### config.mk
export PLATFORM = sky130hd
export DESIGN_NAME = homing_sequence_selector
export DESIGN_NICKNAME = d
export VERILOG_FILES = /design/src/hdl/homing_pkg.sv /design/src/hdl/homing_sequence_selector.sv
export VERILOG_INCLUDE_DIRS = /design/src /design/src/hdl
export SDC_FILE = /design/constraint.sdc
export NUM_CORES = 1
export LEC_CHECK = 0
export BUFFER_PORTS_ARGS = -buffer_cell sky130_fd_sc_hd__buf_4
export CAP_MARGIN = 0
export CORE_MARGIN = 1.5
export CORE_UTILIZATION = 36
export CTS_BUF_LIST = sky130_fd_sc_hd__clkbuf_8
export CTS_CLUSTER_DIAMETER = 60
export DETAILED_ROUTE_END_ITERATION = 7
export PLACE_DENSITY = 0.77
export SYNTH_ARGS = -nofsm -noshare
export SYNTH_HDL_FRONTEND = slang
export SYNTH_SLANG_ARGS = --single-unit
export TNS_END_PERCENT = 30
### constraint.sdc
create_clock -name sys_clk -period 2.7 [get_ports sys_clk]
set_clock_uncertainty 0.15 [all_clocks]
set_input_delay 0.135 -clock sys_clk [delete_from_list [all_inputs] [get_ports sys_clk]]
set_output_delay 0.135 -clock sys_clk [all_outputs]
set_load 0.05 [all_outputs]
### src/hdl/homing_params.svh
// Constants of the homing sequence selector: method codes and widths
//
// Behaviour
// Method 0 default, no homing, position kept
// Method 0 presents position saved at power-off
// Method 1: negative limit, then zero pulse
// Method 2: positive limit, then zero pulse
// Methods 3,4: home switch positive, zero pulse
// Methods 5,6: home switch negative, zero pulse
// Methods 3-6: first zero pulse past edge
// Methods 7-10: start positive, zero pulse
// Methods 7-10: reverse at positive limit
// Methods 7-10: zero pulse by edge side
// Methods 11-14: start negative, zero pulse
// Methods 11-14: reverse at negative limit
// Methods 11-14: zero pulse by edge side
// Methods 17-30: as 1-14, no zero pulse
// Method 17: negative limit is reference
// Method 18: positive limit is reference
// Methods 19,20: home switch positive, edge side
// Methods 21,22: home switch negative, edge side
// Methods 33,34: first zero pulse neg/pos
// Method 35: current position, load home offset
// Undefined methods invalid, no motion
`ifndef HOMING_PARAMS_SVH
`define HOMING_PARAMS_SVH

// --------------------------------------------------------------
// Widths
// --------------------------------------------------------------
`define HOMING_METHOD_W 6
`define HOMING_POS_W 32

// --------------------------------------------------------------
// Method codes
// --------------------------------------------------------------
`define HOMING_M_NONE 6'h00
`define HOMING_M_ZP_LAST 6'h0e
`define HOMING_M_SW_FIRST 6'h11
`define HOMING_M_SW_LAST 6'h1e
`define HOMING_M_SW_SHIFT 6'h10
`define HOMING_M_ZP_NEG 6'h21
`define HOMING_M_ZP_POS 6'h22
`define HOMING_M_HERE 6'h23

// --------------------------------------------------------------
// Reset values
// --------------------------------------------------------------
`define HOMING_POS_RESET 32'h0000_0000

`endif

### src/hdl/homing_pkg.sv
// Types shared by the homing sequence selector
package homing_pkg;

  // Sequencer states
  typedef enum logic [1:0] {
    st_idle,
    st_seek,
    st_final
  } state_type;

  // Decoded description of one homing method
  typedef struct packed {
    logic valid;      // Known method code
    logic motion;     // Method moves the axis at all
    logic use_zero;   // Reference fixed by encoder zero pulse
    logic to_limit;   // Target is a hardware limit switch
    logic to_home;    // Target is a home switch edge
    logic start_pos;  // First direction of travel is positive
    logic reverse_ok; // Limit in travel direction turns the axis
    logic edge_left;  // Wanted edge is the left (negative) edge
    logic ref_left;   // Reference lies left of the edge
    logic load_here;  // Current position becomes reference
  } method_cfg_type;

endpackage

### src/hdl/homing_sequence_selector.sv
// Homing sequencer: selects and runs the reference search method
`timescale 1ns/10ps
`include "homing_params.svh"

module homing_sequence_selector (
  input wire logic sys_clk,
  input wire logic resetn,
  input wire logic [`HOMING_METHOD_W-1:0] method,
  input wire logic start,
  input wire logic abort,
  input wire logic [`HOMING_POS_W-1:0] saved_pos,
  input wire logic [`HOMING_POS_W-1:0] home_offset,
  input wire logic [`HOMING_POS_W-1:0] enc_count,
  input wire logic lim_pos_pin,
  input wire logic lim_neg_pin,
  input wire logic home_sw_pin,
  input wire logic enc_zero_pin,
  output logic move_pos,
  output logic move_neg,
  output logic busy,
  output logic homed,
  output logic invalid,
  output logic fault,
  output logic ref_strobe,
  output logic [`HOMING_POS_W-1:0] ref_pos,
  output logic [`HOMING_POS_W-1:0] position
);

  // ------------------------------------------------------------
  // Reset release
  // ------------------------------------------------------------
  logic rst_meta;
  logic rst_n;

  // Async assert, synchronous release
  always_ff @(posedge sys_clk or negedge resetn) begin
    if (!resetn) begin
      rst_meta <= 1'b0;
      rst_n <= 1'b0;
    end else begin
      rst_meta <= 1'b1;
      rst_n <= rst_meta;
    end
  end

  // ------------------------------------------------------------
  // Pin synchronisers
  // ------------------------------------------------------------
  logic [3:0] pin_raw;
  logic [3:0] pin_meta;
  logic [3:0] pin_sync;
  logic lim_pos;
  logic lim_neg;
  logic home_sw;
  logic zero_now;
  logic home_prev;
  logic zero_prev;

  assign pin_raw = {enc_zero_pin, home_sw_pin, lim_neg_pin, lim_pos_pin};

  // Two stages per switch; first stage read only by the second
  genvar gi;
  generate
    for (gi = 0; gi < 4; gi++) begin : g_sync
      always_ff @(posedge sys_clk or negedge rst_n) begin
        if (!rst_n) begin
          pin_meta[gi] <= 1'b0;
          pin_sync[gi] <= 1'b0;
        end else begin
          pin_meta[gi] <= pin_raw[gi];
          pin_sync[gi] <= pin_meta[gi];
        end
      end
    end
  endgenerate

  assign lim_pos = pin_sync[0];
  assign lim_neg = pin_sync[1];
  assign home_sw = pin_sync[2];
  assign zero_now = pin_sync[3];

  // Previous samples for edge detection
  always_ff @(posedge sys_clk or negedge rst_n) begin
    if (!rst_n) begin
      home_prev <= 1'b0;
      zero_prev <= 1'b0;
    end else begin
      home_prev <= home_sw;
      zero_prev <= zero_now;
    end
  end

  // ------------------------------------------------------------
  // Method decode
  // ------------------------------------------------------------
  // Methods 1..14 share one table; 17..30 reuse it minus zero pulse
  function automatic homing_pkg::method_cfg_type decode(
    input logic [`HOMING_METHOD_W-1:0] code
  );
    homing_pkg::method_cfg_type c;
    logic [`HOMING_METHOD_W-1:0] base;
    logic zp;
    c = '0;
    base = code;
    zp = 1'b1;
    // Switch-only family
    if (code >= `HOMING_M_SW_FIRST && code <= `HOMING_M_SW_LAST) begin
      base = code - `HOMING_M_SW_SHIFT;
      zp = 1'b0;
    end
    c.use_zero = zp;
    case (base)
      // No homing at all
      `HOMING_M_NONE: begin
        c.valid = (code == `HOMING_M_NONE);
      end
      // Negative limit, reference then positive side
      6'h01: begin
        c.to_limit = 1'b1;
      end
      // Positive limit
      6'h02: begin
        c.to_limit = 1'b1;
        c.start_pos = 1'b1;
        c.ref_left = 1'b1;
      end
      // Positive home switch, left edge
      6'h03: begin
        c.start_pos = 1'b1;
        c.edge_left = 1'b1;
        c.ref_left = 1'b1;
      end
      6'h04: begin
        c.start_pos = 1'b1;
        c.edge_left = 1'b1;
      end
      // Negative home switch, right edge
      6'h05: begin
      end
      6'h06: begin
        c.ref_left = 1'b1;
      end
      // Positive start, edge and side per method
      6'h07: begin
        c.start_pos = 1'b1;
        c.edge_left = 1'b1;
        c.ref_left = 1'b1;
      end
      6'h08: begin
        c.start_pos = 1'b1;
        c.edge_left = 1'b1;
      end
      6'h09: begin
        c.start_pos = 1'b1;
        c.ref_left = 1'b1;
      end
      6'h0a: begin
        c.start_pos = 1'b1;
      end
      // Negative start, edge and side per method
      6'h0b: begin
      end
      6'h0c: begin
        c.ref_left = 1'b1;
      end
      6'h0d: begin
        c.edge_left = 1'b1;
      end
      6'h0e: begin
        c.edge_left = 1'b1;
        c.ref_left = 1'b1;
      end
      // Zero pulse only, no switch
      `HOMING_M_ZP_NEG: begin
        c.ref_left = 1'b1;
      end
      `HOMING_M_ZP_POS: begin
      end
      // Take current position
      `HOMING_M_HERE: begin
        c.load_here = 1'b1;
        c.use_zero = 1'b0;
      end
      // Anything else is not a method
      default: begin
        c.use_zero = 1'b0;
      end
    endcase
    if (base != `HOMING_M_NONE && (base <= `HOMING_M_ZP_LAST ||
        code == `HOMING_M_ZP_NEG || code == `HOMING_M_ZP_POS ||
        code == `HOMING_M_HERE)) begin
      c.valid = 1'b1;
    end
    c.motion = c.valid && !c.load_here && base != `HOMING_M_NONE;
    c.to_home = c.motion && !c.to_limit && base <= `HOMING_M_ZP_LAST;
    // Turn at the limit only in methods 7..14 and kin
    c.reverse_ok = base >= 6'h07 && base <= `HOMING_M_ZP_LAST;
    return c;
  endfunction

  // ------------------------------------------------------------
  // Sequencer
  // ------------------------------------------------------------
  homing_pkg::state_type state;
  homing_pkg::method_cfg_type cfg;
  homing_pkg::method_cfg_type new_cfg;
  logic dir_pos;
  logic home_rise;
  logic home_fall;
  logic cross_left;
  logic cross_right;
  logic edge_hit;
  logic limit_ahead;
  logic limit_hit;
  logic zero_rise;
  logic take_ref;
  logic fail;

  assign new_cfg = decode(method);
  assign home_rise = home_sw && !home_prev;
  assign home_fall = !home_sw && home_prev;
  // Edge side from direction of travel at the switch change
  assign cross_left = (home_rise && dir_pos) || (home_fall && !dir_pos);
  assign cross_right = (home_fall && dir_pos) || (home_rise && !dir_pos);
  assign edge_hit = cfg.to_home && (cfg.edge_left ? cross_left : cross_right); // Cam ignored by limit methods
  assign limit_ahead = dir_pos ? lim_pos : lim_neg;
  assign limit_hit = cfg.start_pos ? lim_pos : lim_neg;
  assign zero_rise = zero_now && !zero_prev;

  // Reference event in the final approach
  assign take_ref = (state == homing_pkg::st_final) && zero_rise;

  // A limit reached where no turn is allowed ends the search
  assign fail = (state != homing_pkg::st_idle) && limit_ahead &&
                !cfg.reverse_ok &&
                !(state == homing_pkg::st_seek && cfg.to_limit);

  // Method state, direction and phase
  always_ff @(posedge sys_clk or negedge rst_n) begin
    if (!rst_n) begin
      state <= homing_pkg::st_idle;
      cfg <= '0;
      dir_pos <= 1'b0;
    end else if (abort || fail) begin
      state <= homing_pkg::st_idle;
    end else begin
      case (state)
        homing_pkg::st_idle: begin
          if (start && new_cfg.motion) begin
            cfg <= new_cfg;
            // Already on the switch: the wanted edge lies behind
            dir_pos <= new_cfg.start_pos ^
                       (new_cfg.to_home && !new_cfg.reverse_ok && home_sw);
            if (!new_cfg.to_limit && !new_cfg.to_home) begin
              // Straight to the zero pulse search
              dir_pos <= !new_cfg.ref_left;
              state <= homing_pkg::st_final;
            end else begin
              state <= homing_pkg::st_seek;
            end
          end
        end
        homing_pkg::st_seek: begin
          if (cfg.to_limit && limit_hit) begin
            // Leave the limit toward the zero pulse
            dir_pos <= !cfg.ref_left;
            state <= cfg.use_zero ? homing_pkg::st_final : homing_pkg::st_idle;
          end else if (edge_hit) begin
            // Past the edge, look on the chosen side
            dir_pos <= !cfg.ref_left;
            state <= cfg.use_zero ? homing_pkg::st_final : homing_pkg::st_idle;
          end else if (cfg.reverse_ok && limit_ahead) begin
            // Turn back at the limit
            dir_pos <= !dir_pos;
          end
        end
        homing_pkg::st_final: begin
          if (zero_rise) begin
            state <= homing_pkg::st_idle;
          end
        end
        default: begin
          state <= homing_pkg::st_idle;
        end
      endcase
    end
  end

  // Switch-only reference, taken without a zero pulse
  logic take_sw;
  assign take_sw = (state == homing_pkg::st_seek) && !cfg.use_zero &&
                   !abort && ((cfg.to_limit && limit_hit) || edge_hit);

  // ------------------------------------------------------------
  // Outputs
  // ------------------------------------------------------------
  logic next_move;
  assign next_move = !(abort || fail);

  // Drive requests follow the sequencer, none when idle
  always_ff @(posedge sys_clk or negedge rst_n) begin
    if (!rst_n) begin
      move_pos <= 1'b0;
      move_neg <= 1'b0;
      busy <= 1'b0;
    end else begin
      busy <= state != homing_pkg::st_idle && next_move &&
              !take_ref && !take_sw;
      move_pos <= state != homing_pkg::st_idle && next_move &&
                  !take_ref && !take_sw && dir_pos;
      move_neg <= state != homing_pkg::st_idle && next_move &&
                  !take_ref && !take_sw && !dir_pos;
    end
  end

  // Reference capture; encoder count latched at the event
  always_ff @(posedge sys_clk or negedge rst_n) begin
    if (!rst_n) begin
      ref_strobe <= 1'b0;
      ref_pos <= `HOMING_POS_RESET;
    end else begin
      ref_strobe <= (take_ref && !abort && !fail) || take_sw ||
                    (state == homing_pkg::st_idle && start &&
                     new_cfg.load_here);
      if ((take_ref && !abort && !fail) || take_sw ||
          (state == homing_pkg::st_idle && start && new_cfg.load_here)) begin
        ref_pos <= enc_count;
      end
    end
  end

  // Status flags: homed survives until a new start
  always_ff @(posedge sys_clk or negedge rst_n) begin
    if (!rst_n) begin
      homed <= 1'b0;
      invalid <= 1'b0;
      fault <= 1'b0;
    end else begin
      if (state == homing_pkg::st_idle && start) begin
        // Unknown code is flagged and starts nothing
        invalid <= !new_cfg.valid;
        fault <= 1'b0;
        homed <= new_cfg.load_here;
      end else begin
        if ((take_ref && !abort && !fail) || take_sw) begin
          homed <= 1'b1;
        end
        if (fail) begin
          fault <= 1'b1;
        end
      end
    end
  end

  // Position in effect: saved value, or offset for method 35
  logic loaded;
  always_ff @(posedge sys_clk or negedge rst_n) begin
    if (!rst_n) begin
      loaded <= 1'b0;
      position <= `HOMING_POS_RESET;
    end else if (!loaded) begin
      // Caught after release, not under reset
      loaded <= 1'b1;
      position <= saved_pos;
    end else if (state == homing_pkg::st_idle && start &&
                 new_cfg.load_here) begin
      // Home offset becomes the actual position
      position <= home_offset;
    end
  end
  // Method 0 leaves position untouched: no branch above fires

endmodule // homing_sequence_selector

; After elaboration in Yosys (flattened, before gate mapping)
; Index checks and enable logic that the tools add are counted.
[classes]
n_addsub = 1
n_lt_le_gt_ge = 4
eq_ne = 28
muxes = 33
n_bitwise = 2
n_reduce_logical = 82
[ops]
columns = cell, count
row1 = 32-bit two-way mux, 2
row2 = 6-bit by 4-bit == test with 1-bit output (second input constant), 7
row3 = 1-bit logical AND, 38
row4 = 6-bit == test (second input constant), 6
row5 = 6-bit by 3-bit == test with 1-bit output (second input constant), 4
row6 = 1-bit two-way mux, 21
row7 = 1-bit zero test, 19
row8 = 17-bit OR reduction, 1
row9 = 2-bit two-way mux, 7
row10 = 6-bit by 2-bit == test with 1-bit output (second input constant), 2
row11 = 6-bit zero test, 2
row12 = 1-bit logical OR, 9
row13 = 2-bit nonzero test, 4
row14 = 8-bit OR reduction, 1
row15 = 7-bit OR reduction, 1
row16 = 6-bit by 1-bit == test with 1-bit output (second input constant), 1
row17 = 6-bit by 3-bit >= comparator with 1-bit output (second input constant), 1
row18 = 6-bit by 5-bit >= comparator with 1-bit output (second input constant), 1
row19 = 6-bit by 4-bit less-or-equal comparator with 1-bit output (second input constant), 1
row20 = 6-bit by 5-bit less-or-equal comparator with 1-bit output (second input constant), 1
row21 = 6-bit two-way mux, 1
row22 = 2-bit case mux with 3 select lines, 1
row23 = 3-bit AND reduction, 2
row24 = 6-bit nonzero test, 1
row25 = other kinds (16), 16
[word_totals]
register_bits = 94
in_bits = 110
output_inout_bits = 71

; Logic depth before layout (Yosys ltp)
; Gate-level depths: netlist (run 1).
[logic_depth]
ltp_word = 19
ltp_mapped = 9
ltp_nobuf = 8

; Worst setup path before layout (run 1)
; Ideal clock, no wire load.
[synth_timing]
path_kind = register to register
startpoint = register dir_pos
endpoint = register ref_pos[10]
setup_ns = 0.125
t_arrival_ns = 1.913
required_ns = 2.425
slack_ns = 0.512
path_stages_with_launch = 8
n_path_buf = 1
period_less_slack_ns = 2.188
cell_sequence = dfrtp_1 xnor2_1 mux2i_1 a21oi_1 nor4_4 nor2_2 buf_6 mux2_2
[synth_via]
elab_chain_cells = 9
elab_cells_between_ends = 19
[synth_rtl]
columns = element, line_no
row1 = start: declaration, homing_sequence_selector.sv:207  ; logic dir_pos;
row2 = start signal: assignment, homing_sequence_selector.sv:252  ; dir_pos <= new_cfg.start_pos ^
row3 = start signal: assignment, homing_sequence_selector.sv:256  ; dir_pos <= !new_cfg.ref_left;
row4 = start signal: assignment, homing_sequence_selector.sv:266  ; dir_pos <= !cfg.ref_left;
row5 = 1-bit zero test, "homing_sequence_selector.sv:223, homing_sequence_selector.sv:224"
row6 = "1-bit logical AND, on equally long branches", "homing_sequence_selector.sv:224, homing_sequence_selector.sv:223"
row7 = "1-bit logical OR, on equally long branches", "homing_sequence_selector.sv:224, homing_sequence_selector.sv:223"
row8 = 1-bit two-way mux, homing_sequence_selector.sv:225  ; assign edge_hit = cfg.to_home && (cfg.edge_left ? cross_left : cross_right);
row9 = 1-bit logical AND, homing_sequence_selector.sv:225
row10 = 1-bit logical OR, homing_sequence_selector.sv:292  ; !abort && ((cfg.to_limit && limit_hit) || edge_hit);
row11 = 1-bit logical AND, homing_sequence_selector.sv:292
row12 = 1-bit logical OR (*) (2 in a row), homing_sequence_selector.sv:325  ; if ((take_ref && !abort && !fail) || take_sw ||
row13 = end signal: assignment, homing_sequence_selector.sv:320  ; ref_pos <= `HOMING_POS_RESET;
row14 = end signal: assignment, homing_sequence_selector.sv:327  ; ref_pos <= enc_count;
row15 = end: declaration, homing_sequence_selector.sv:25  ; output logic [`HOMING_POS_W-1:0] ref_pos,
; Every way passes the cells marked *; elsewhere a longest branch is shown, timed or not.
; A chain may end at the register's enable or synchronous reset.

; Worst setup path in the final report (run 1)
[layout_timing]
startpoint = register state[0]
endpoint = register position[15]
[layout_via]
elab_chain_cells = 4
[layout_rtl]
columns = element, line_no
row1 = start: declaration, homing_sequence_selector.sv:204  ; homing_pkg::state_type state;
row2 = start signal: assignment, homing_sequence_selector.sv:241  ; state <= homing_pkg::st_idle;
row3 = start signal: assignment, homing_sequence_selector.sv:245  ; state <= homing_pkg::st_idle;
row4 = start signal: assignment, homing_sequence_selector.sv:257  ; state <= homing_pkg::st_final;
row5 = 2-bit zero test, homing_sequence_selector.sv:365  ; end else if (state == homing_pkg::st_idle && start &&
row6 = 1-bit logical AND (2 in a row), homing_sequence_selector.sv:365
row7 = 2-bit by 1-bit != test with 1-bit output (no line), n/a
row8 = end signal: assignment, homing_sequence_selector.sv:360  ; position <= `HOMING_POS_RESET;
row9 = end signal: assignment, homing_sequence_selector.sv:364  ; position <= saved_pos;
row10 = end signal: assignment, homing_sequence_selector.sv:368  ; position <= home_offset;
row11 = end: declaration, homing_sequence_selector.sv:26  ; output logic [`HOMING_POS_W-1:0] position
; Every way passes these cells.

==> flow_summary.json, run 1 <==
{
  "syn_area_per_cell_um2": 11.45,
  "min_period_ps": 2562,
  "layout-drive-gt1-share": 0.3774,
  "top_layer_used": "met4",
  "cts_setup_buffers": 0,
  "dieArea_mm2": 0.01269,
  "hold_start": "abort",
  "rsz0062_at_grt": "false",
  "postRouteAntennaNets": 0,
  "drt-initial-drc-count": 195,
  "dr_total_vias": 3997,
  "leakage_nw": 3.512,
  "die_x_um": 112.7,
  "insertion_delay_ps": 370,
  "max_slew_margin": 0.3266,
  "synthArstFlopShare": 1.000,
  "post_drt_wl_per_cell_um": 15.91,
  "ios": 181,
  "rrSetupSlack_ps": 140,
  "drtPass1Iterations": 6,
  "cts_made_buffers": 9,
  "clockRootBuffer": "clkbuf_8",
  "nNetsFinal": 774,
  "grt_max_degree": 65,
  "wl_met3_um": 827,
  "cp_max_fo": 32,
  "timing.final.ws_setup_ps": 138.0,
  "p_per_area_mw_per_mm2": 685.7,
  "synth_area_mm2": 0.004329,
  "io_buffer_count": 180,
  "viasPerCell": 4.947,
  "cts.sinks": 94,
  "seq_area_frac_synth": 0.5434,
  "initial_core_util": 0.3743,
  "gp_congestion": 0.8555,
  "period_share": 0.9489,
  "synth.distinct_cells": 51,
  "worst_r2r_endpoint": "position[15]$_DFFE_PN0P_",
  "grt_pass1_wl_mm": 20.84,
  "wl_mm": 12.86,
  "die_h_um": 112.7,
  "fin_cells": 808,
  "path_clk_slew_ps": 90,
  "peakVddDrop_v": 0.0004769,
  "drv_slew": 0,
  "synth_warnings": 0,
  "core-area_mm2": 0.01156,
  "setup_violations": 0,
  "met2_length_mm": 6.771,
  "htree_num_levels": 3,
  "worstHoldPathType": "in -> reg",
  "holdPathStages": 4,
  "synth_ff_type": "dfrtp_1",
  "grt.total_usage": 0.2080,
  "clock.fmax_ghz": 0.3903,
  "netlist_instances": 378,
  "drc_errors": 0,
  "start_kind": "flop",
  "antennaDiodeCount": 0,
  "status": "finished, final reports clean",
  "critical_path_class": "reg -> reg",
  "synth-seq-cells": 94,
  "clockBufferDepth": 2,
  "synth_top_area_frac": 0.5434,
  "rr_worst_depth": 7,
  "timing.final.hold_violations": 0,
  "grt_pass1_vias": 4332,
  "cp.arrival_ps": 2670,
  "holdPathEnd": "homed$_DFFE_PN0P_",
  "hpwl_mm": 7.972,
  "max-cap-violations": 0,
  "fin_area_mm2": 0.007109,
  "power_mw": 4.875,
  "rr_startpoint": "state[0]$_DFFE_PN0P_",
  "worst_pin_slew_ps": 1010,
  "synth_top_area_cell": "dfrtp_1",
  "tns_ps": 0,
  "end_kind": "flop",
  "cp_data_required_time_ps": 2800,
  "area_growth_pct": 64.22,
  "place_inst": 691,
  "postPlaceCellArea_mm2": 0.005844,
  "grt-ovfl-total": 0,
  "cts_tree": "built",
  "drt-met1-wl_mm": 4.950,
  "synth-edff-count": 0,
  "antenna_found_initial": 0,
  "dp_slack_ps": 342.9,
  "rows": 39,
  "ys_top_cells_by_area": "dfrtp_1, mux2_2, mux2i_1, a21oi_1, nor2_1"
}
state kept, by name, indices dropped and copies added, names as in the netlist, 2 cells and up:
register,flops
cfg,7
pin_meta,4
position,32
ref_pos,32
state,2
power breakdown:
group / leakage (nW) / switching [mW] / internal, mW
Sequential: 1.12 / 0.192 / 1.66
Clock: 0.124 / 0.480 / 0.631
Combinational: 2.27 / 1.16 / 0.750
metal layers:
metal | global-route usage | vias up
met5 | 0 | -
met4 | 0.06414 | 0
met3 | 0.06857 | 26
met2 | 0.3699 | 151
met1 | 0.2371 | 1921
li1 | - | 1899
cells in the final DEF (no fill, tap or decap), types with 4 or more instances in the layout:
| cell | netlist | layout |
|---|---|---|
| a21oi_1 | 41 | 41 |
| a31oi_1 | 4 | 4 |
| buf_4 | 0 | 183 |
| clkbuf_8 | 0 | 10 |
| dfrtp_1 | 94 | 92 |
| dlygate4sd3_1 | 0 | 102 |
| inv_1 | 11 | 12 |
| mux2_2 | 40 | 40 |
| mux2i_1 | 36 | 36 |
| nand2_1 | 14 | 14 |
| nor2_1 | 50 | 50 |
| nor2b_1 | 10 | 10 |
| nor3_1 | 5 | 5 |
worst max-delay path, stage by stage (launching register included):
cell	delay, ps
dfrtp_1	470
nor2b_1	210
and2_1	180
nand4_1	190
buf_8	270
mux2i_1	230
a21oi_1	90
dlygate4sd3_1	620
stage by stage:
stage / utilization / hold slack [ps]
after floorplan: - / -310.6
after global placement: 0.5054 / -231.6
after detailed placement: 0.5054 / -230.4
after CTS: 0.6141 / 2.266
after global routing: 0.6147 / 64.23
final: 0.6147 / 30.06
Yosys cell counts, drive strengths merged, types with 3 or more instances:
cell    number
a21oi       42
a211oi       4
buf         10
mux2        40
nor3         5
dfrtp       94
o31ai        3
nand2       14
and2         3
mux2i       36
a31oi        4
nor2b       10
o21ai        3
inv         11
nand2b       3
nor4         3
nor2        51
ha           3
clkbuf       7
a21o         3
how the worst max path moves through the flow:
stage | startpoint | to | cells after the start
floorplan | dir_pos$_DFFE_PN0P_ | ref_pos[10]$_DFFE_PN0P_ | 7
global placement | method[5] | position[4]$_DFFE_PN0P_ | 9
detailed placement | dir_pos$_DFFE_PN0P_ | ref_pos[22]$_DFFE_PN0P_ | 7
CTS | state[0]$_DFFE_PN0P_ | position[1]$_DFFE_PN0P_ | 7
global route | state[0]$_DFFE_PN0P_ | position[15]$_DFFE_PN0P_ | 7
finish | state[0]$_DFFE_PN0P_ | position[15]$_DFFE_PN0P_ | 7
layout make-up:
cell class	count	area, µm²
inverters	11	41.29
clock buffers	10	137.6
multi-input cells	257	1846
well taps	143	178.9
clock inverters	5	98.84
fillers	877	4456
repair buffers	288	2450
flip-flops and latches	94	2357
kinds of logic after synthesis:
| family | Yosys count | synth area share |
|---|---|---|
| AOI/OAI and AO/OA | 77 | 0.1130 |
| xor gates and xnor gates | 3 | 0.006070 |
| adders and majority gates | 3 | 0.008671 |
| buffers and inverters | 28 | 0.03121 |
| DFF | 94 | 0.5434 |
| muxes | 76 | 0.1873 |
| other | 1 | 0.0008662 |
| and+or+nand+nor | 96 | 0.1095 |
timing repair:
item / in CTS / in global routing
hold buffers: 102 / 0
resized for setup: 0 / 3
endpoints found under the hold margin: 70 / 0
endpoints found under the setup margin: 0 / 31
Note: power is estimated with default switching activity, not from simulation.
==> run 2, diff against run 1 <==
--- a/config.mk
+++ b/config.mk
@@ -6,6 +6,7 @@
 export SDC_FILE = /design/constraint.sdc
 export NUM_CORES = 1
 export LEC_CHECK = 0
+export ABC_AREA = 1
 export BUFFER_PORTS_ARGS = -buffer_cell sky130_fd_sc_hd__buf_4
 export CAP_MARGIN = 0
 export CORE_MARGIN = 1.5
@@ -13,7 +14,7 @@
 export CTS_BUF_LIST = sky130_fd_sc_hd__clkbuf_8
 export CTS_CLUSTER_DIAMETER = 60
 export DETAILED_ROUTE_END_ITERATION = 7
-export PLACE_DENSITY = 0.77
+export PLACE_DENSITY = 0.65
 export SYNTH_ARGS = -nofsm -noshare
 export SYNTH_HDL_FRONTEND = slang
 export SYNTH_SLANG_ARGS = --single-unit
==> run 2 against run 1 <==
  * Register-to-register slack improved by 220 ps
  * Wire length decreased by 3.2%
  * Largest power group unchanged
  * Combinational power increased by 29%
  * Sequential power increased by 7%
  * Via count increased by 7.0%
  * Critical endpoint is now ref_pos[17]$_DFFE_PN0P_
  * Critical path type unchanged
  * First-iteration DRC count increased by 9.7%
  * Cell count increased by 15%
==> flow_summary.json, run 2 <==
{
  "path_clk_slew_ps": 100,
  "hpwl_mm": 8.190,
  "die_x_um": 113.6,
  "rr_startpoint": "dir_pos$_DFFE_PN0P_",
  "cp_cell_sequence": "nand2_1 -> o21ai_0 -> a2111oi_2 -> nor2_1 -> a21oi_1 -> nand2_1 -> nand2_1 -> buf_4 -> nand2_1 -> nand2_1",
  "worstHoldPathType": "in -> reg",
  "area_growth_pct": 62.84,
  "tns_ps": 0,
  "ios": 181,
  "path_depth": 10,
  "status": "finished, final reports clean",
  "multiInputGateArea_mm2": 0.001839,
  "grt_max_degree": 65,
  "p_per_area_mw_per_mm2": 756.7,
  "seq_area_frac_synth": 0.5341,
  "slowest_delay_ps": 450,
  "cts_tree": "built",
  "drv_slew": 0,
  "startpoint": "dir_pos$_DFFE_PN0P_",
  "clockRootBuffer": "clkbuf_8",
  "seq_area_mm2": 0.002357,
  "end_kind": "flop",
  "start_kind": "flop",
  "n_fill_cell": 997,
  "grt_pass1_vias": 4310,
  "die_h_um": 113.6,
  "cts_setup_buffers": 0,
  "slowest_stage": "dfrtp_1",
  "rsz0062_at_grt": "false",
  "synth_top_area_cell": "dfrtp_1",
  "dr_total_vias": 4278,
  "cts_made_buffers": 9,
  "critical_path.most_common_cell": "nand2_1",
  "gp_congestion": 0.9038,
  "critical_path_class": "reg -> reg",
  "fin_area_mm2": 0.007172,
  "synth-seq-cells": 94,
  "peakVddDrop_v": 0.0007537,
  "leakage_nw": 3.631,
  "io_buffer_count": 180,
  "viasPerCell": 4.610,
  "netlist_instances": 492,
  "top_regs": "position (32), ref_pos (32), cfg (7)",
  "synth_warnings": 0,
  "max-cap-violations": 0,
  "cp_data_required_time_ps": 2880,
  "wl_mm": 12.45,
  "drt-initial-drc-count": 214,
  "worst_r2r_endpoint": "ref_pos[17]$_DFFE_PN0P_",
  "synth_ff_type": "dfrtp_1",
  "clock.fmax_ghz": 0.4262,
  "critPathTopFamily": "compound AO/OA/AOI/OAI gates",
  "layout_commonest_cell": "buf_4",
  "cp.arrival_ps": 2520,
  "synth-edff-count": 0,
  "setup_violations": 0,
  "synthArstFlopShare": 1.000,
  "nNetsFinal": 889,
  "cp_max_fo": 32,
  "ys_top_cells_by_area": "dfrtp_1, nand2_1, mux2i_1, nor2_1, a21oi_1",
  "synth_top_area_frac": 0.5341,
  "dieArea_mm2": 0.01291,
  "postPlaceCellArea_mm2": 0.005927,
  "worst_pin_slew_ps": 598.2,
  "grt-ovfl-total": 0,
  "endpoint": "ref_pos[17]$_DFFE_PN0P_",
  "synthTopCellsByCount": "nand2_1, dfrtp_1, nor2_1",
  "layout_common_cells": "buf_4, nand2_1, dlygate4sd3_1",
  "rr_worst_depth": 10,
  "core-area_mm2": 0.01196,
  "layout-drive-gt1-share": 0.3111,
  "clockBufferDepth": 2,
  "drc_errors": 0,
  "antennaDiodeCount": 0,
  "timing.final.hold_violations": 0,
  "cp_num_buf_inv": 1,
  "drtPass1Iterations": 4,
  "grt_pass1_wl_mm": 20.24,
  "rrSetupSlack_ps": 350,
  "period_share": 0.8691,
  "synth.distinct_cells": 39,
  "power_mw": 5.427,
  "max_slew_margin": 0.6012,
  "syn_area_per_cell_um2": 8.952,
  "rows": 40,
  "postRouteAntennaNets": 0,
  "synth_most_common_cell": "nand2_1",
  "grt.total_usage": 0.1993,
  "initial_core_util": 0.3682,
  "insertion_delay_ps": 380,
  "finish.utilization": 0.5996,
  "post_drt_wl_per_cell_um": 13.42,
  "cts.sinks": 94,
  "antenna_found_initial": 0,
  "htree_num_levels": 3,
  "synth_area_mm2": 0.004404,
  "min_period_ps": 2346
}
==> run 2: changes by cell type after synthesis, moves of 4 or more <==
cell     previous run  this run
o21ai_2             0         6
buf_2               6        12
mux2_2             40         0
nand2_1            14       138
inv_2               0         4
inv_1              11        33
nor2_1             50        56
mux2i_1            36        32
nand3_1             1        14
nand2_2             0        10
nand3_2             1         5
nor2b_1            10         0
==> run 2: per-stage QoR <==
step,std cells,hold WS [ps],worst slack [ps]
after CTS,928,15.25,100.7
final,928,42.03,353.5
after floorplan,493,-310.6,656.1
after global placement,809,-231.7,130.4
after global routing,928,66.27,100.0
after detailed placement,809,-227.9,122.2
==> run 2: worst register-to-register path: stages (launching register included) <==
cell       delay [ps]
dfrtp_1           450
nand2_1            90
o21ai_0           130
a2111oi_2         360
nor2_1            170
a21oi_1           220
nand2_1           110
nand2_1            90
buf_4             320
nand2_1           120
nand2_1           100
==> run 2: logic make-up (layout without fill, tap and decap cells) <==
logic type | Yosys count | after routing | share of synthesized area
DFF | 94 | 94 | 0.5341
AOI/OAI and AO/OA | 65 | 65 | 0.08892
and+or+nand+nor | 241 | 241 | 0.2406
muxes | 32 | 32 | 0.07273
adders and majority gates | 3 | 3 | 0.008524
xor gates and xnor gates | 1 | 1 | 0.001989
other | 1 | 2 | 0.0008515
buffers and inverters | 55 | 343 | 0.05227
==> run 2: cell type report <==
type / instances / area share
clock inverter: 6 / 0.009770
tap: 147 / 0.02565
sequential: 94 / 0.3287
timing repair buffer: 289 / 0.3402
multi-input combinational: 344 / 0.2565
clock buffer: 10 / 0.01919
inverter: 38 / 0.02006
==> run 2: report_power, final <==
| part | leakage (nW) | switching, mW | internal (mW) |
|---|---|---|---|
| Clock | 0.0951 | 0.515 | 0.457 |
| Sequential | 1.13 | 0.241 | 1.74 |
| Combinational | 2.41 | 1.65 | 0.825 |
| Total | 3.63 | 2.40 | 3.02 |
==> run 2: how the worst min path moves through the flow <==
stage | start | end | cells past startpoint
2_1_floorplan | resetn | rst_meta$_DFF_PN0_ | 0
3_3_place_gp | resetn | rst_meta$_DFF_PN0_ | 1
3_5_place_dp | resetn | rst_meta$_DFF_PN0_ | 1
4_1_cts | start | fault$_DFFE_PN0P_ | 4
5_1_grt | start | fault$_DFFE_PN0P_ | 4
6_report | start | fault$_DFFE_PN0P_ | 4
==> run 2: what timing repair did <==
| action | in CTS | in global routing |
|---|---|---|
| setup endpoints to repair | 0 | 33 |
| hold endpoints to repair | 75 | 0 |
| hold buffers | 103 | 0 |
| gates resized for setup | 0 | 2 |
==> run 2: per-layer routing <==
| metal | share of wire | vias to the layer above | track usage |
|---|---|---|---|
| met5 | 0 | - | 0 |
| met4 | 0.020 | 0 | 0.06000 |
| met3 | 0.068 | 19 | 0.06695 |
| met2 | 0.50 | 144 | 0.3426 |
| met1 | 0.41 | 1961 | 0.2374 |
| li1 | - | 2154 | - |
